[src/inc/fdc_pkg.sv]
// Shared constants for the floating-point divide, convert and load unit.
package fdc_pkg;

  // Register byte offsets on the Wishbone slave.
  localparam logic [7:0] ADDR_CMD = 8'h00;
  localparam logic [7:0] ADDR_FIXED = 8'h04;
  localparam logic [7:0] ADDR_STATUS = 8'h08;
  localparam logic [7:0] ADDR_OPND_HI = 8'h0C;
  localparam logic [7:0] ADDR_OPND_LO = 8'h10;
  localparam logic [7:0] ADDR_FIX_RES = 8'h14;
  localparam logic [7:0] ADDR_FPAC_BASE = 8'h20;

  // Command register layout.
  localparam int CMD_W = 9;
  localparam int CMD_OP_LSB = 0;
  localparam int CMD_DST_LSB = 5;
  localparam int CMD_SRC_LSB = 7;
  localparam int CMD_BUSY_BIT = 31;

  // Operation codes written to the command register.
  localparam logic [4:0] OP_COMPARE = 5'h00;
  localparam logic [4:0] OP_DIV_DOUBLE_REG = 5'h01;
  localparam logic [4:0] OP_DIV_DOUBLE_MEM = 5'h02;
  localparam logic [4:0] OP_DIV_SINGLE_MEM = 5'h03;
  localparam logic [4:0] OP_DIV_SINGLE_REG = 5'h04;
  localparam logic [4:0] OP_LOAD_EXPONENT = 5'h05;
  localparam logic [4:0] OP_FIX_TO_ACC = 5'h06;
  localparam logic [4:0] OP_FIX_TO_MEM = 5'h07;
  localparam logic [4:0] OP_HALVE = 5'h08;
  localparam logic [4:0] OP_INTEGERIZE = 5'h09;
  localparam logic [4:0] OP_FLOAT_FROM_ACC = 5'h0A;
  localparam logic [4:0] OP_LOAD_DOUBLE = 5'h0B;
  localparam logic [4:0] OP_LOAD_SINGLE = 5'h0C;
  localparam logic [4:0] OP_FLOAT_FROM_MEM = 5'h0D;
  localparam logic [4:0] OP_LOAD_STATUS = 5'h0E;

  // Float layout: sign, excess-64 hex exponent, 56-bit mantissa.
  localparam int F_SIGN = 63;
  localparam int F_EXP_LSB = 56;
  localparam int MANT_W = 56;
  localparam logic [7:0] EXP_BIAS = 8'h40;
  localparam logic [7:0] INT_DIGITS = 8'h10;
  localparam logic [7:0] KEEP_DIGITS = 8'h0E;
  localparam logic [6:0] EXP_FROM_ACC = 7'h44;
  localparam logic [6:0] EXP_FROM_MEM = 7'h48;
  localparam logic [9:0] EXP_MAX = 10'h07F;

  // Exponent field inside the fixed accumulator word.
  localparam int FX_EXP_MSB = 14;
  localparam int FX_EXP_LSB = 8;

  // Fix limits: magnitude of the most negative result.
  localparam logic [63:0] FIX_ACC_LIMIT = 64'h0000_0000_0000_8000;
  localparam logic [63:0] FIX_MEM_LIMIT = 64'h0000_0000_8000_0000;

  // Float status register bits.
  localparam int ST_ANY = 31;
  localparam int ST_OVF = 30;
  localparam int ST_UNDER = 29;
  localparam int ST_DVZ = 28;
  localparam int ST_MANT_OVF = 27;
  localparam int ST_Z = 25;
  localparam int ST_N = 24;
  localparam int ST_ID_LSB = 16;
  localparam int ST_ID_MSB = 19;
  localparam logic [31:0] STATUS_RESET = 32'h0000_0000;

  // Index of the last divider step; 64 quotient bits in all.
  localparam logic [6:0] DIV_LAST = 7'h3F;

  // Sequencer states.
  typedef enum logic [1:0] {S_IDLE, S_EXEC, S_DIV, S_DIVEND} fdc_state_t;

endpackage

[src/verilog/fdc_unit.sv]
// Floating-point divide, convert and load datapath with Wishbone registers.
`timescale 1ns/1ps

module fdc_unit
  import fdc_pkg::*;
#(
  // Unit identification code; the value is arbitrary.
  parameter logic [3:0] ID_CODE = 4'h5
) (
  // Clock and reset.
  input wire logic CLK,
  input wire logic RST_N,
  // Wishbone slave request.
  input wire logic WB_CYC_I,
  input wire logic WB_STB_I,
  input wire logic WB_WE_I,
  input wire logic [7:0] WB_ADR_I,
  input wire logic [3:0] WB_SEL_I,
  input wire logic [31:0] WB_DAT_I,
  // Wishbone slave answer.
  output logic [31:0] WB_DAT_O,
  output logic WB_ACK_O
);

  // Merges write data into an old word under the byte enables.
  function automatic logic [31:0] merge(input logic [31:0] old,
      input logic [31:0] nw, input logic [3:0] sel);
    logic [31:0] r;
    r = old;
    for (int i = 0; i < 4; i++) begin
      if (sel[i]) r[i*8 +: 8] = nw[i*8 +: 8];
    end
    return r;
  endfunction

  // Normalizes a mantissa by whole hex digits; an empty one is true zero.
  function automatic logic [63:0] norm_float(input logic s,
      input logic [6:0] e, input logic [55:0] m);
    logic [55:0] mm;
    logic [6:0] ee;
    mm = m;
    ee = e;
    for (int i = 0; i < 13; i++) begin
      if (mm[55:52] == 4'h0) begin
        mm = mm << 4;
        ee = ee - 7'h01;
      end
    end
    return (mm == '0) ? 64'h0 : {s, ee, mm};
  endfunction

  // Sets Z and N from a float result.
  function automatic logic [31:0] set_zn(input logic [31:0] st,
      input logic [63:0] f);
    logic [31:0] r;
    r = st;
    r[ST_Z] = (f[MANT_W-1:0] == '0);
    r[ST_N] = f[F_SIGN];
    return r;
  endfunction

  // Fixes a float: overflow flag beyond a 16-bit (accumulator) or 32-bit (memory) two's complement word.
  function automatic logic [32:0] fix_word(input logic [63:0] f,
      input logic wide);
    logic [119:0] sh;
    logic [63:0] mag;
    logic [63:0] lim;
    logic [31:0] low;
    logic [7:0] ex;
    logic big;
    ex = {1'b0, f[62:F_EXP_LSB]};
    sh = {64'h0, f[MANT_W-1:0]} << (4 * (ex - EXP_BIAS));
    big = (ex > EXP_BIAS + INT_DIGITS);
    mag = (ex <= EXP_BIAS) ? 64'h0 : sh[119:56];
    lim = wide ? FIX_MEM_LIMIT : FIX_ACC_LIMIT;
    low = wide ? {1'b0, mag[30:0]} : {17'h0, mag[14:0]};
    fix_word[32] = big | (f[F_SIGN] ? (mag > lim) : (mag >= lim));
    // The most negative integer keeps its sign; other zero parts do not.
    fix_word[31:0] = (f[F_SIGN] && mag == lim && !big) ? lim[31:0] :
                     (f[F_SIGN] ? -low : low);
  endfunction

  // True when float a is algebraically greater than float b.
  function automatic logic flt_gt(input logic [63:0] a, input logic [63:0] b);
    if (a[F_SIGN] != b[F_SIGN]) return b[F_SIGN];
    else if (!a[F_SIGN]) return a[62:0] > b[62:0];
    else return a[62:0] < b[62:0];
  endfunction

  // Architectural state.
  logic [63:0] fpac [4]; // Four float accumulators.
  logic [15:0] fixed_acc; // Fixed accumulator zero.
  logic [31:0] float_status_reg; // Flags, error bits and ID code.
  logic [31:0] opnd_hi; // Words 0 and 1 of the memory operand.
  logic [31:0] opnd_lo; // Words 2 and 3 of the memory operand.
  logic [31:0] fix_result; // Fix-to-memory result for the core.
  logic [CMD_W-1:0] cmd; // Last accepted command.
  fdc_state_t state; // Sequencer state.

  // Divider state.
  logic [59:0] rem; // Partial remainder.
  logic [58:0] dsr; // Divisor mantissa scaled by eight.
  logic [63:0] quo; // Quotient bits, four integer bits first.
  logic [6:0] step; // Quotient bit counter.
  logic q_sign; // Quotient sign.
  logic [9:0] q_exp; // Unwrapped quotient exponent.

  // Command fields and operand selection.
  wire [4:0] op = cmd[CMD_OP_LSB +: 5];
  wire [1:0] dst = cmd[CMD_DST_LSB +: 2];
  wire [1:0] src = cmd[CMD_SRC_LSB +: 2];
  wire [63:0] fd = fpac[dst];
  wire [63:0] fs = fpac[src];
  wire busy = (state != S_IDLE);
  wire is_single = (op == OP_DIV_SINGLE_MEM) || (op == OP_DIV_SINGLE_REG);
  wire is_div = is_single || (op == OP_DIV_DOUBLE_REG) ||
                (op == OP_DIV_DOUBLE_MEM);
  // Memory operands: most significant word sits at the effective address.
  wire [63:0] mem_double = {opnd_hi, opnd_lo};
  wire [63:0] mem_single = {opnd_hi, 32'h0};
  wire [63:0] dividend = is_single ? {fd[63:32], 32'h0} : fd;
  wire [63:0] divisor = (op == OP_DIV_DOUBLE_REG) ? fs :
                        (op == OP_DIV_DOUBLE_MEM) ? mem_double :
                        (op == OP_DIV_SINGLE_MEM) ? mem_single :
                        {fs[63:32], 32'h0};
  wire dvd_zero = (dividend[MANT_W-1:0] == '0);
  wire dvs_zero = (divisor[MANT_W-1:0] == '0);
  wire div_go = (state == S_EXEC) && is_div && !dvd_zero && !dvs_zero;

  // Bus decode; writes land on the edge where ack is seen high.
  wire bus_req = WB_CYC_I & WB_STB_I & ~WB_ACK_O;
  wire bus_wr = WB_CYC_I & WB_STB_I & WB_WE_I & WB_ACK_O & ~busy;
  wire hit_fpac = (WB_ADR_I[7:5] == ADDR_FPAC_BASE[7:5]);
  wire [1:0] fp_idx = WB_ADR_I[4:3];
  wire fp_low = WB_ADR_I[2];
  wire [63:0] fp_rd = fpac[fp_idx];
  wire [31:0] fp_word = fp_low ? fp_rd[31:0] : fp_rd[63:32];
  wire [31:0] cmd_rd = {busy, {(31-CMD_W){1'b0}}, cmd};
  wire [31:0] rd_data =
    (WB_ADR_I == ADDR_CMD) ? cmd_rd :
    (WB_ADR_I == ADDR_FIXED) ? {16'h0, fixed_acc} :
    (WB_ADR_I == ADDR_STATUS) ? float_status_reg :
    (WB_ADR_I == ADDR_OPND_HI) ? opnd_hi :
    (WB_ADR_I == ADDR_OPND_LO) ? opnd_lo :
    (WB_ADR_I == ADDR_FIX_RES) ? fix_result :
    hit_fpac ? fp_word : 32'h0;
  wire [31:0] wr_word = merge(rd_data, WB_DAT_I, WB_SEL_I);

  // Divider finish: fold the integer digit and wrap the exponent.
  wire q_big = (quo[63:60] != 4'h0);
  wire [55:0] q_mant = q_big ? quo[63:8] : quo[59:4];
  wire [9:0] q_exp_f = q_exp + {9'h0, q_big};
  wire q_ovf = $signed(q_exp_f) > $signed(EXP_MAX);
  wire q_under = $signed(q_exp_f) < 0;
  wire [63:0] q_full = {q_sign, q_exp_f[6:0], q_mant};
  wire [63:0] q_res = is_single ? {q_full[63:32], 32'h0} : q_full;

  // Halve: right shift into the guard digit, then renormalize.
  wire [59:0] hv_t = {fd[MANT_W-1:0], 4'h0} >> 1;
  wire hv_top = (hv_t[59:56] != 4'h0);
  wire [55:0] hv_m = hv_top ? hv_t[59:4] : hv_t[55:0];
  wire hv_under = !hv_top && (fd[62:F_EXP_LSB] == 7'h00);
  wire [6:0] hv_e = hv_top ? fd[62:F_EXP_LSB] : fd[62:F_EXP_LSB] - 7'h01;
  wire [63:0] hv_res = (hv_m == '0) ? 64'h0 : {fd[F_SIGN], hv_e, hv_m};

  // Integerize: clear mantissa bits below the binary point.
  wire [7:0] in_ex = {1'b0, fd[62:F_EXP_LSB]};
  wire [55:0] in_mask = ~((56'h1 << (MANT_W - 4 * (in_ex - EXP_BIAS)))
                          - 56'h1);
  wire [63:0] in_res = (in_ex <= EXP_BIAS) ? 64'h0 :
                       (in_ex >= EXP_BIAS + KEEP_DIGITS) ? fd :
                       {fd[63:56], fd[MANT_W-1:0] & in_mask};

  // Integer conversions into floats and fixes of floats into integers.
  wire [15:0] fa_mag = fixed_acc[15] ? -fixed_acc : fixed_acc;
  wire [63:0] fa_full = norm_float(fixed_acc[15], EXP_FROM_ACC,
                                   {fa_mag, 40'h0});
  wire [31:0] fm_mag = opnd_hi[31] ? -opnd_hi : opnd_hi;
  wire [63:0] fm_res = norm_float(opnd_hi[31], EXP_FROM_MEM,
                                  {fm_mag, 24'h0});
  wire [32:0] fix_acc = fix_word(fd, 1'b0);
  wire [32:0] fix_mem = fix_word(fd, 1'b1);

  // Execution results, valid while the matching state is held.
  logic ex_wr_fpac;
  logic [63:0] ex_fpac;
  logic [31:0] ex_status;
  logic ex_wr_fixed;
  logic ex_wr_fixres;

  // Computes the one-cycle operations and the divider write-back.
  always_comb begin
    ex_wr_fpac = 1'b0;
    ex_fpac = 64'h0;
    ex_status = float_status_reg;
    ex_wr_fixed = 1'b0;
    ex_wr_fixres = 1'b0;
    if (state == S_DIVEND) begin
      // Quotient write-back with exponent range errors.
      ex_wr_fpac = 1'b1;
      ex_fpac = q_res;
      ex_status = set_zn(float_status_reg, q_res);
      if (q_ovf | q_under) begin
        ex_status[ST_OVF] = float_status_reg[ST_OVF] | q_ovf;
        ex_status[ST_UNDER] = float_status_reg[ST_UNDER] | q_under;
        ex_status[ST_ANY] = 1'b1;
      end
    end else if (state == S_EXEC) begin
      case (op)
        OP_COMPARE: begin
          // Source greater gives N; equality gives Z.
          ex_status[ST_Z] = (fs == fd);
          ex_status[ST_N] = flt_gt(fs, fd);
        end
        OP_DIV_DOUBLE_REG, OP_DIV_DOUBLE_MEM, OP_DIV_SINGLE_MEM,
        OP_DIV_SINGLE_REG: begin
          // Divide by zero leaves the destination alone.
          if (dvs_zero) begin
            ex_status[ST_DVZ] = 1'b1;
            ex_status[ST_ANY] = 1'b1;
          end else if (dvd_zero) begin
            ex_wr_fpac = 1'b1;
            ex_status = set_zn(float_status_reg, 64'h0);
          end
        end
        OP_LOAD_EXPONENT: begin
          // True zero stays; empty mantissa clears sign and exponent.
          ex_wr_fpac = (fd != 64'h0);
          if (fd[MANT_W-1:0] == '0) ex_fpac = 64'h0;
          else ex_fpac = {fd[F_SIGN], fixed_acc[FX_EXP_MSB:FX_EXP_LSB],
                          fd[MANT_W-1:0]};
        end
        OP_FIX_TO_ACC, OP_FIX_TO_MEM: begin
          // Both fixes clear Z and N and raise the mantissa overflow flag when the result does not fit.
          ex_wr_fixed = (op == OP_FIX_TO_ACC);
          ex_wr_fixres = (op == OP_FIX_TO_MEM);
          ex_status[ST_Z] = 1'b0;
          ex_status[ST_N] = 1'b0;
          if ((op == OP_FIX_TO_ACC) ? fix_acc[32] : fix_mem[32]) begin
            ex_status[ST_MANT_OVF] = 1'b1;
            ex_status[ST_ANY] = 1'b1;
          end
        end
        OP_HALVE: begin
          ex_wr_fpac = 1'b1;
          ex_fpac = hv_res;
          ex_status = set_zn(float_status_reg, hv_res);
          if (hv_under && hv_m != '0) begin
            ex_status[ST_UNDER] = 1'b1;
            ex_status[ST_ANY] = 1'b1;
          end
        end
        OP_INTEGERIZE: begin
          ex_wr_fpac = 1'b1;
          ex_fpac = in_res;
          ex_status = set_zn(float_status_reg, in_res);
        end
        OP_FLOAT_FROM_ACC: begin
          ex_wr_fpac = 1'b1;
          ex_fpac = {fa_full[63:32], 32'h0};
          ex_status = set_zn(float_status_reg, fa_full);
        end
        OP_FLOAT_FROM_MEM: begin
          ex_wr_fpac = 1'b1;
          ex_fpac = fm_res;
          ex_status = set_zn(float_status_reg, fm_res);
        end
        OP_LOAD_DOUBLE, OP_LOAD_SINGLE: begin
          // Loaded zero mantissa forces sign and exponent to zero.
          ex_wr_fpac = 1'b1;
          ex_fpac = (op == OP_LOAD_DOUBLE) ? mem_double :
                    mem_single;
          if (ex_fpac[MANT_W-1:0] == '0) ex_fpac = 64'h0;
          ex_status = set_zn(float_status_reg, ex_fpac);
        end
        OP_LOAD_STATUS: begin
          // Loaded bits become the flags; the ID field is kept.
          ex_status = opnd_hi;
          ex_status[ST_ID_MSB:ST_ID_LSB] = ID_CODE;
        end
        default: begin
          ex_status = float_status_reg;
        end
      endcase
    end
  end

  // Wishbone answer: one wait state, ack held for a single cycle.
  always_ff @(posedge CLK or negedge RST_N) begin
    if (!RST_N) begin
      WB_ACK_O <= 1'b0;
      WB_DAT_O <= 32'h0;
    end else begin
      WB_ACK_O <= bus_req;
      if (bus_req) WB_DAT_O <= rd_data;
    end
  end

  // Sequencer: command accepted only while idle.
  always_ff @(posedge CLK or negedge RST_N) begin
    if (!RST_N) begin
      state <= S_IDLE;
      cmd <= '0;
    end else begin
      case (state)
        S_IDLE: begin
          if (bus_wr && WB_ADR_I == ADDR_CMD) begin
            cmd <= wr_word[CMD_W-1:0];
            state <= S_EXEC;
          end
        end
        S_EXEC: state <= div_go ? S_DIV : S_IDLE;
        S_DIV: state <= (step == DIV_LAST) ? S_DIVEND : S_DIV;
        S_DIVEND: state <= S_IDLE;
        default: state <= S_IDLE;
      endcase
    end
  end

  // Restoring divider, one quotient bit per clock.
  always_ff @(posedge CLK or negedge RST_N) begin
    if (!RST_N) begin
      rem <= '0;
      dsr <= '0;
      quo <= '0;
      step <= '0;
      q_sign <= 1'b0;
      q_exp <= '0;
    end else if (div_go) begin
      rem <= {4'h0, dividend[MANT_W-1:0]};
      dsr <= {divisor[MANT_W-1:0], 3'h0};
      quo <= '0;
      step <= '0;
      q_sign <= dividend[F_SIGN] ^ divisor[F_SIGN];
      q_exp <= {3'h0, dividend[62:F_EXP_LSB]} -
               {3'h0, divisor[62:F_EXP_LSB]} + {2'h0, EXP_BIAS};
    end else if (state == S_DIV) begin
      rem <= (rem >= {1'b0, dsr}) ? (rem - {1'b0, dsr}) << 1 : rem << 1;
      quo <= {quo[62:0], (rem >= {1'b0, dsr})};
      step <= step + 7'h01;
    end
  end

  // Float accumulators: execution writes, else software writes.
  always_ff @(posedge CLK or negedge RST_N) begin
    if (!RST_N) begin
      for (int i = 0; i < 4; i++) fpac[i] <= 64'h0;
    end else if (ex_wr_fpac) begin
      fpac[dst] <= ex_fpac;
    end else if (bus_wr && hit_fpac) begin
      if (fp_low) fpac[fp_idx][31:0] <= wr_word;
      else fpac[fp_idx][63:32] <= wr_word;
    end
  end

  // Fixed accumulator, memory operand and fix result.
  always_ff @(posedge CLK or negedge RST_N) begin
    if (!RST_N) begin
      fixed_acc <= 16'h0;
      opnd_hi <= 32'h0;
      opnd_lo <= 32'h0;
      fix_result <= 32'h0;
    end else begin
      if (ex_wr_fixed) fixed_acc <= fix_acc[15:0];
      else if (bus_wr && WB_ADR_I == ADDR_FIXED) fixed_acc <= wr_word[15:0];
      if (ex_wr_fixres) fix_result <= fix_mem[31:0];
      if (bus_wr && WB_ADR_I == ADDR_OPND_HI) opnd_hi <= wr_word;
      if (bus_wr && WB_ADR_I == ADDR_OPND_LO) opnd_lo <= wr_word;
    end
  end

  // Status register; the ID field is rebuilt from the parameter.
  always_ff @(posedge CLK or negedge RST_N) begin
    if (!RST_N) begin
      // The ID field holds its code through reset as well.
      float_status_reg <= STATUS_RESET;
      float_status_reg[ST_ID_MSB:ST_ID_LSB] <= ID_CODE;
    end else begin
      float_status_reg <= ex_status;
      float_status_reg[ST_ID_MSB:ST_ID_LSB] <= ID_CODE;
    end
  end
endmodule // fdc_unit

[config.mk]
export PLATFORM = sky130hd
export DESIGN_NAME = fdc_unit
export DESIGN_NICKNAME = d
export VERILOG_FILES = /design/src/inc/fdc_pkg.sv /design/src/verilog/fdc_unit.sv
export SDC_FILE = /design/constraint.sdc
export NUM_CORES = 2
export LEC_CHECK = 0
export BUFFER_PORTS_ARGS = -buffer_cell sky130_fd_sc_hd__buf_2
export CAP_MARGIN = 0
export CORE_MARGIN = 5
export CORE_UTILIZATION = 40
export DETAILED_ROUTE_END_ITERATION = 8
export PLACE_DENSITY = 0.53
export SLEW_MARGIN = 40
export SYNTH_ARGS = -nofsm -noshare
export SYNTH_HDL_FRONTEND = slang
export SYNTH_SLANG_ARGS = --single-unit
[constraint.sdc]
create_clock -name CLK -period 25.3 [get_ports CLK]
set_clock_uncertainty 0.2 [all_clocks]
set_input_delay 2.53 -clock CLK [delete_from_list [all_inputs] [get_ports CLK]]
set_output_delay 2.53 -clock CLK [all_outputs]
set_load 0.02 [all_outputs]
==> results.cfg <==
[critical_path]
worst_setup_path_end_kind = register
crit_type = reg -> reg
start_kind = register
arrival_ns = 10.51
cp_data_required_time_ns = 25.75
critPathMaxFanout = 33
slowest_stage = or4b_1
crit_top_cell = ha_1
max_stage_delay_ns = 0.70

[global_route]
grt_first_pass_wirelength_mm = 403
grt_max_degree = 85
grt_overflow = 0
grt_pass1_vias = 49100
antenna_found_initial = 37
globalRouteTotalUtil_pct = 42.0

[sta]
period_share_pct = 39.8
rsz0062_at_grt = false
fin_crit_ns = 10.07
hold_viol_final = 0
finalSetupTns_ns = 0
tightest_slew_ns = 1.11
slew_headroom_pct = 25.5
setup_viol = 0
fmax_ghz = 0.0993
drv_slew = 0

[logic_synthesis]
synthArstFlopShare_pct = 100
postSynthCellCount = 6032
ys_seq_elements = 637
syn_nets = 6243
synth_ff_type = dfrtp_1
synth_edf_count = 0
yosysSeqAreaShare_pct = 31.0
avgSynthCellArea_um2 = 8.53
synth.distinct_cells = 105
synthesis.area_um2 = 51400
ys_warn_count = 0

[drt]
wire_per_inst_um = 38.9
ant_nets = 0
dr.pass1.iters = 9
routed_via_density = 7.07
drc_errors = 8
initialDrtViolationCount = 8783
vias = 53700
wirelength_mm = 295

[pwr]
power_leakage_nw = 22.7
ir_drop_mv = 0.0540
powerDensity_nw_per_um2 = 47.6
totalPowerFinal_w = 0.00270

[die]
num_rows = 131
die_y_um = 369
die_area_um2 = 136000
core_um2 = 128000
dieWidth_um = 369
num_io_pins = 82
start_util_pct = 40.3

[finish]
regMostFlops = fpac
syn2layout_area_growth_pct = 10.2
fin_nets = 6070
largest_registers = fpac (256), quo (64), rem (60)
final_layout_size_suffix_gt1_share_pct = 15.5
final_common_cell = nand2_1
final_cell_mix = nand2_1, dfrtp_1, a21oi_1
fin_area_um2 = 56700
largest_register_ffs = 256

[clock_network]
clkTransAtPathRegs_ns = 0.06
root_buffer = clkbuf_16
ctsLongestPathBuffers = 3
h-tree-depth = 3
cts_resized = 0
holdBufCountCts = 0
cts_tree = yes
postCtsSetupBuffers = 0
cts_buffers = 82
clkLatencyLatePin_ns = 0.73
clkSinkCount = 637

[job]
cap_violations = 0

[run_status]
status = complete, but fails checks
violations = design-rule violations

[placed_design]
placed_area_um2 = 53700
place_congestion = 1.07
port_buffers = 81
hpwl_mm = 222

[worst_hold_path]
min_path_type = reg -> reg
[logic make-up after synthesis]
family          share of synthesized area, %
mux                                     16.0
compound gates                          25.2
buf+inv                                 5.26
fa+ha+maj                               4.02
simple gates                            15.9
xor+xnor                                2.66
flops                                   31.0
[Yosys cell counts, types with 46 or more instances]
master    number  area, um^2
a21o_1        54         405
a21oi_1      597        2990
a221oi_1      49         429
a222oi_1      62         621
a22oi_1      158        1190
a31oi_1       46         288
buf_1         61         229
clkbuf_1     396        1490
dfrtp_1      637       15900
ha_1         158        1980
inv_1        185         694
mux2_2       167        1880
mux2i_1      167        1670
mux4_2       206        4640
nand2_1      719        2700
nand2b_1      51         319
nand3_1      115         576
nand4_1       53         332
nor2_1       562        2110
nor3_1        85         425
nor4_1        64         400
o21a_1       128         961
o21ai_0      491        2460
o221ai_1     112         981
xnor2_1       74         648
xor2_1        75         657
[worst paths after layout]
check | cells past startpoint | endpoint | slack [ns] | startpoint
max in group asynchronous | 5 | WB_DAT_O[13]$_DFFE_PN0P_ | 19.80 | RST_N
worst max-delay path | 36 | fpac[252]$_DFFE_PN0P_ | 15.23 | opnd_hi[0]$_DFFE_PN0P_
worst min register to register | 1 | state[0]$_DFFE_PN0P_ | 0.27 | step[6]$_DFFE_PN0P_
worst max register to register | 36 | fpac[252]$_DFFE_PN0P_ | 15.23 | opnd_hi[0]$_DFFE_PN0P_
min in group asynchronous | 1 | rem[47]$_DFFE_PN0P_ | 1.58 | RST_N
worst min-delay path | 1 | state[0]$_DFFE_PN0P_ | 0.27 | step[6]$_DFFE_PN0P_
[metrics by stage]
| step | hold slack, ns | setup WS [ns] | util [%] | cells |
|---|---|---|---|---|
| after floorplan | 0.247 | 16.91 | - | 6032 |
| after global placement | 0.261 | 15.56 | 41.8 | 7415 |
| after detailed placement | 0.265 | 15.49 | 42.1 | 7430 |
| after CTS | 0.273 | 15.45 | 44.3 | 7580 |
| after global routing | 0.292 | 14.73 | 44.4 | 7587 |
| final | 0.274 | 15.23 | 44.4 | 7598 |
[power breakdown]
group	internal (W)	total (W)	switching (W)
logic	0.000116	0.000385	0.000268
registers	0.00104	0.00106	0.0000179
clock network	0.000727	0.00126	0.000532
total	0.00188	0.00270	0.000819
[routing by layer]
layer | up-vias | wire length [um] | global-route usage, %
li1 | 22200 | - | -
met1 | 26700 | 115000 | 55.5
met2 | 3863 | 114000 | 56.1
met3 | 947 | 40300 | 16.4
met4 | 26 | 25600 | 28.5
met5 | - | 164 | 0
[final cells by class]
type                    instances  area, um^2
repair buffers                242        1630
clock inverters                38         493
multi-input cells            4704       33400
inverters                     192         733
fillers                     12600       71000
diodes                         11        27.5
clock buffers                 112        2350
flip-flops and latches        637       16000
well taps                    1662        2080
[worst max-delay path, delay by kind of cell, from the launching register on]
kind	cells	cell delay (ns)
simple gates	9	2.29
fa+ha+maj	7	2.26
compound gates	9	2.17
buf+inv	6	1.32
xor+xnor	3	0.62
mux	2	0.58
flops	1	0.51
Power figures use the tool's default switching activity.
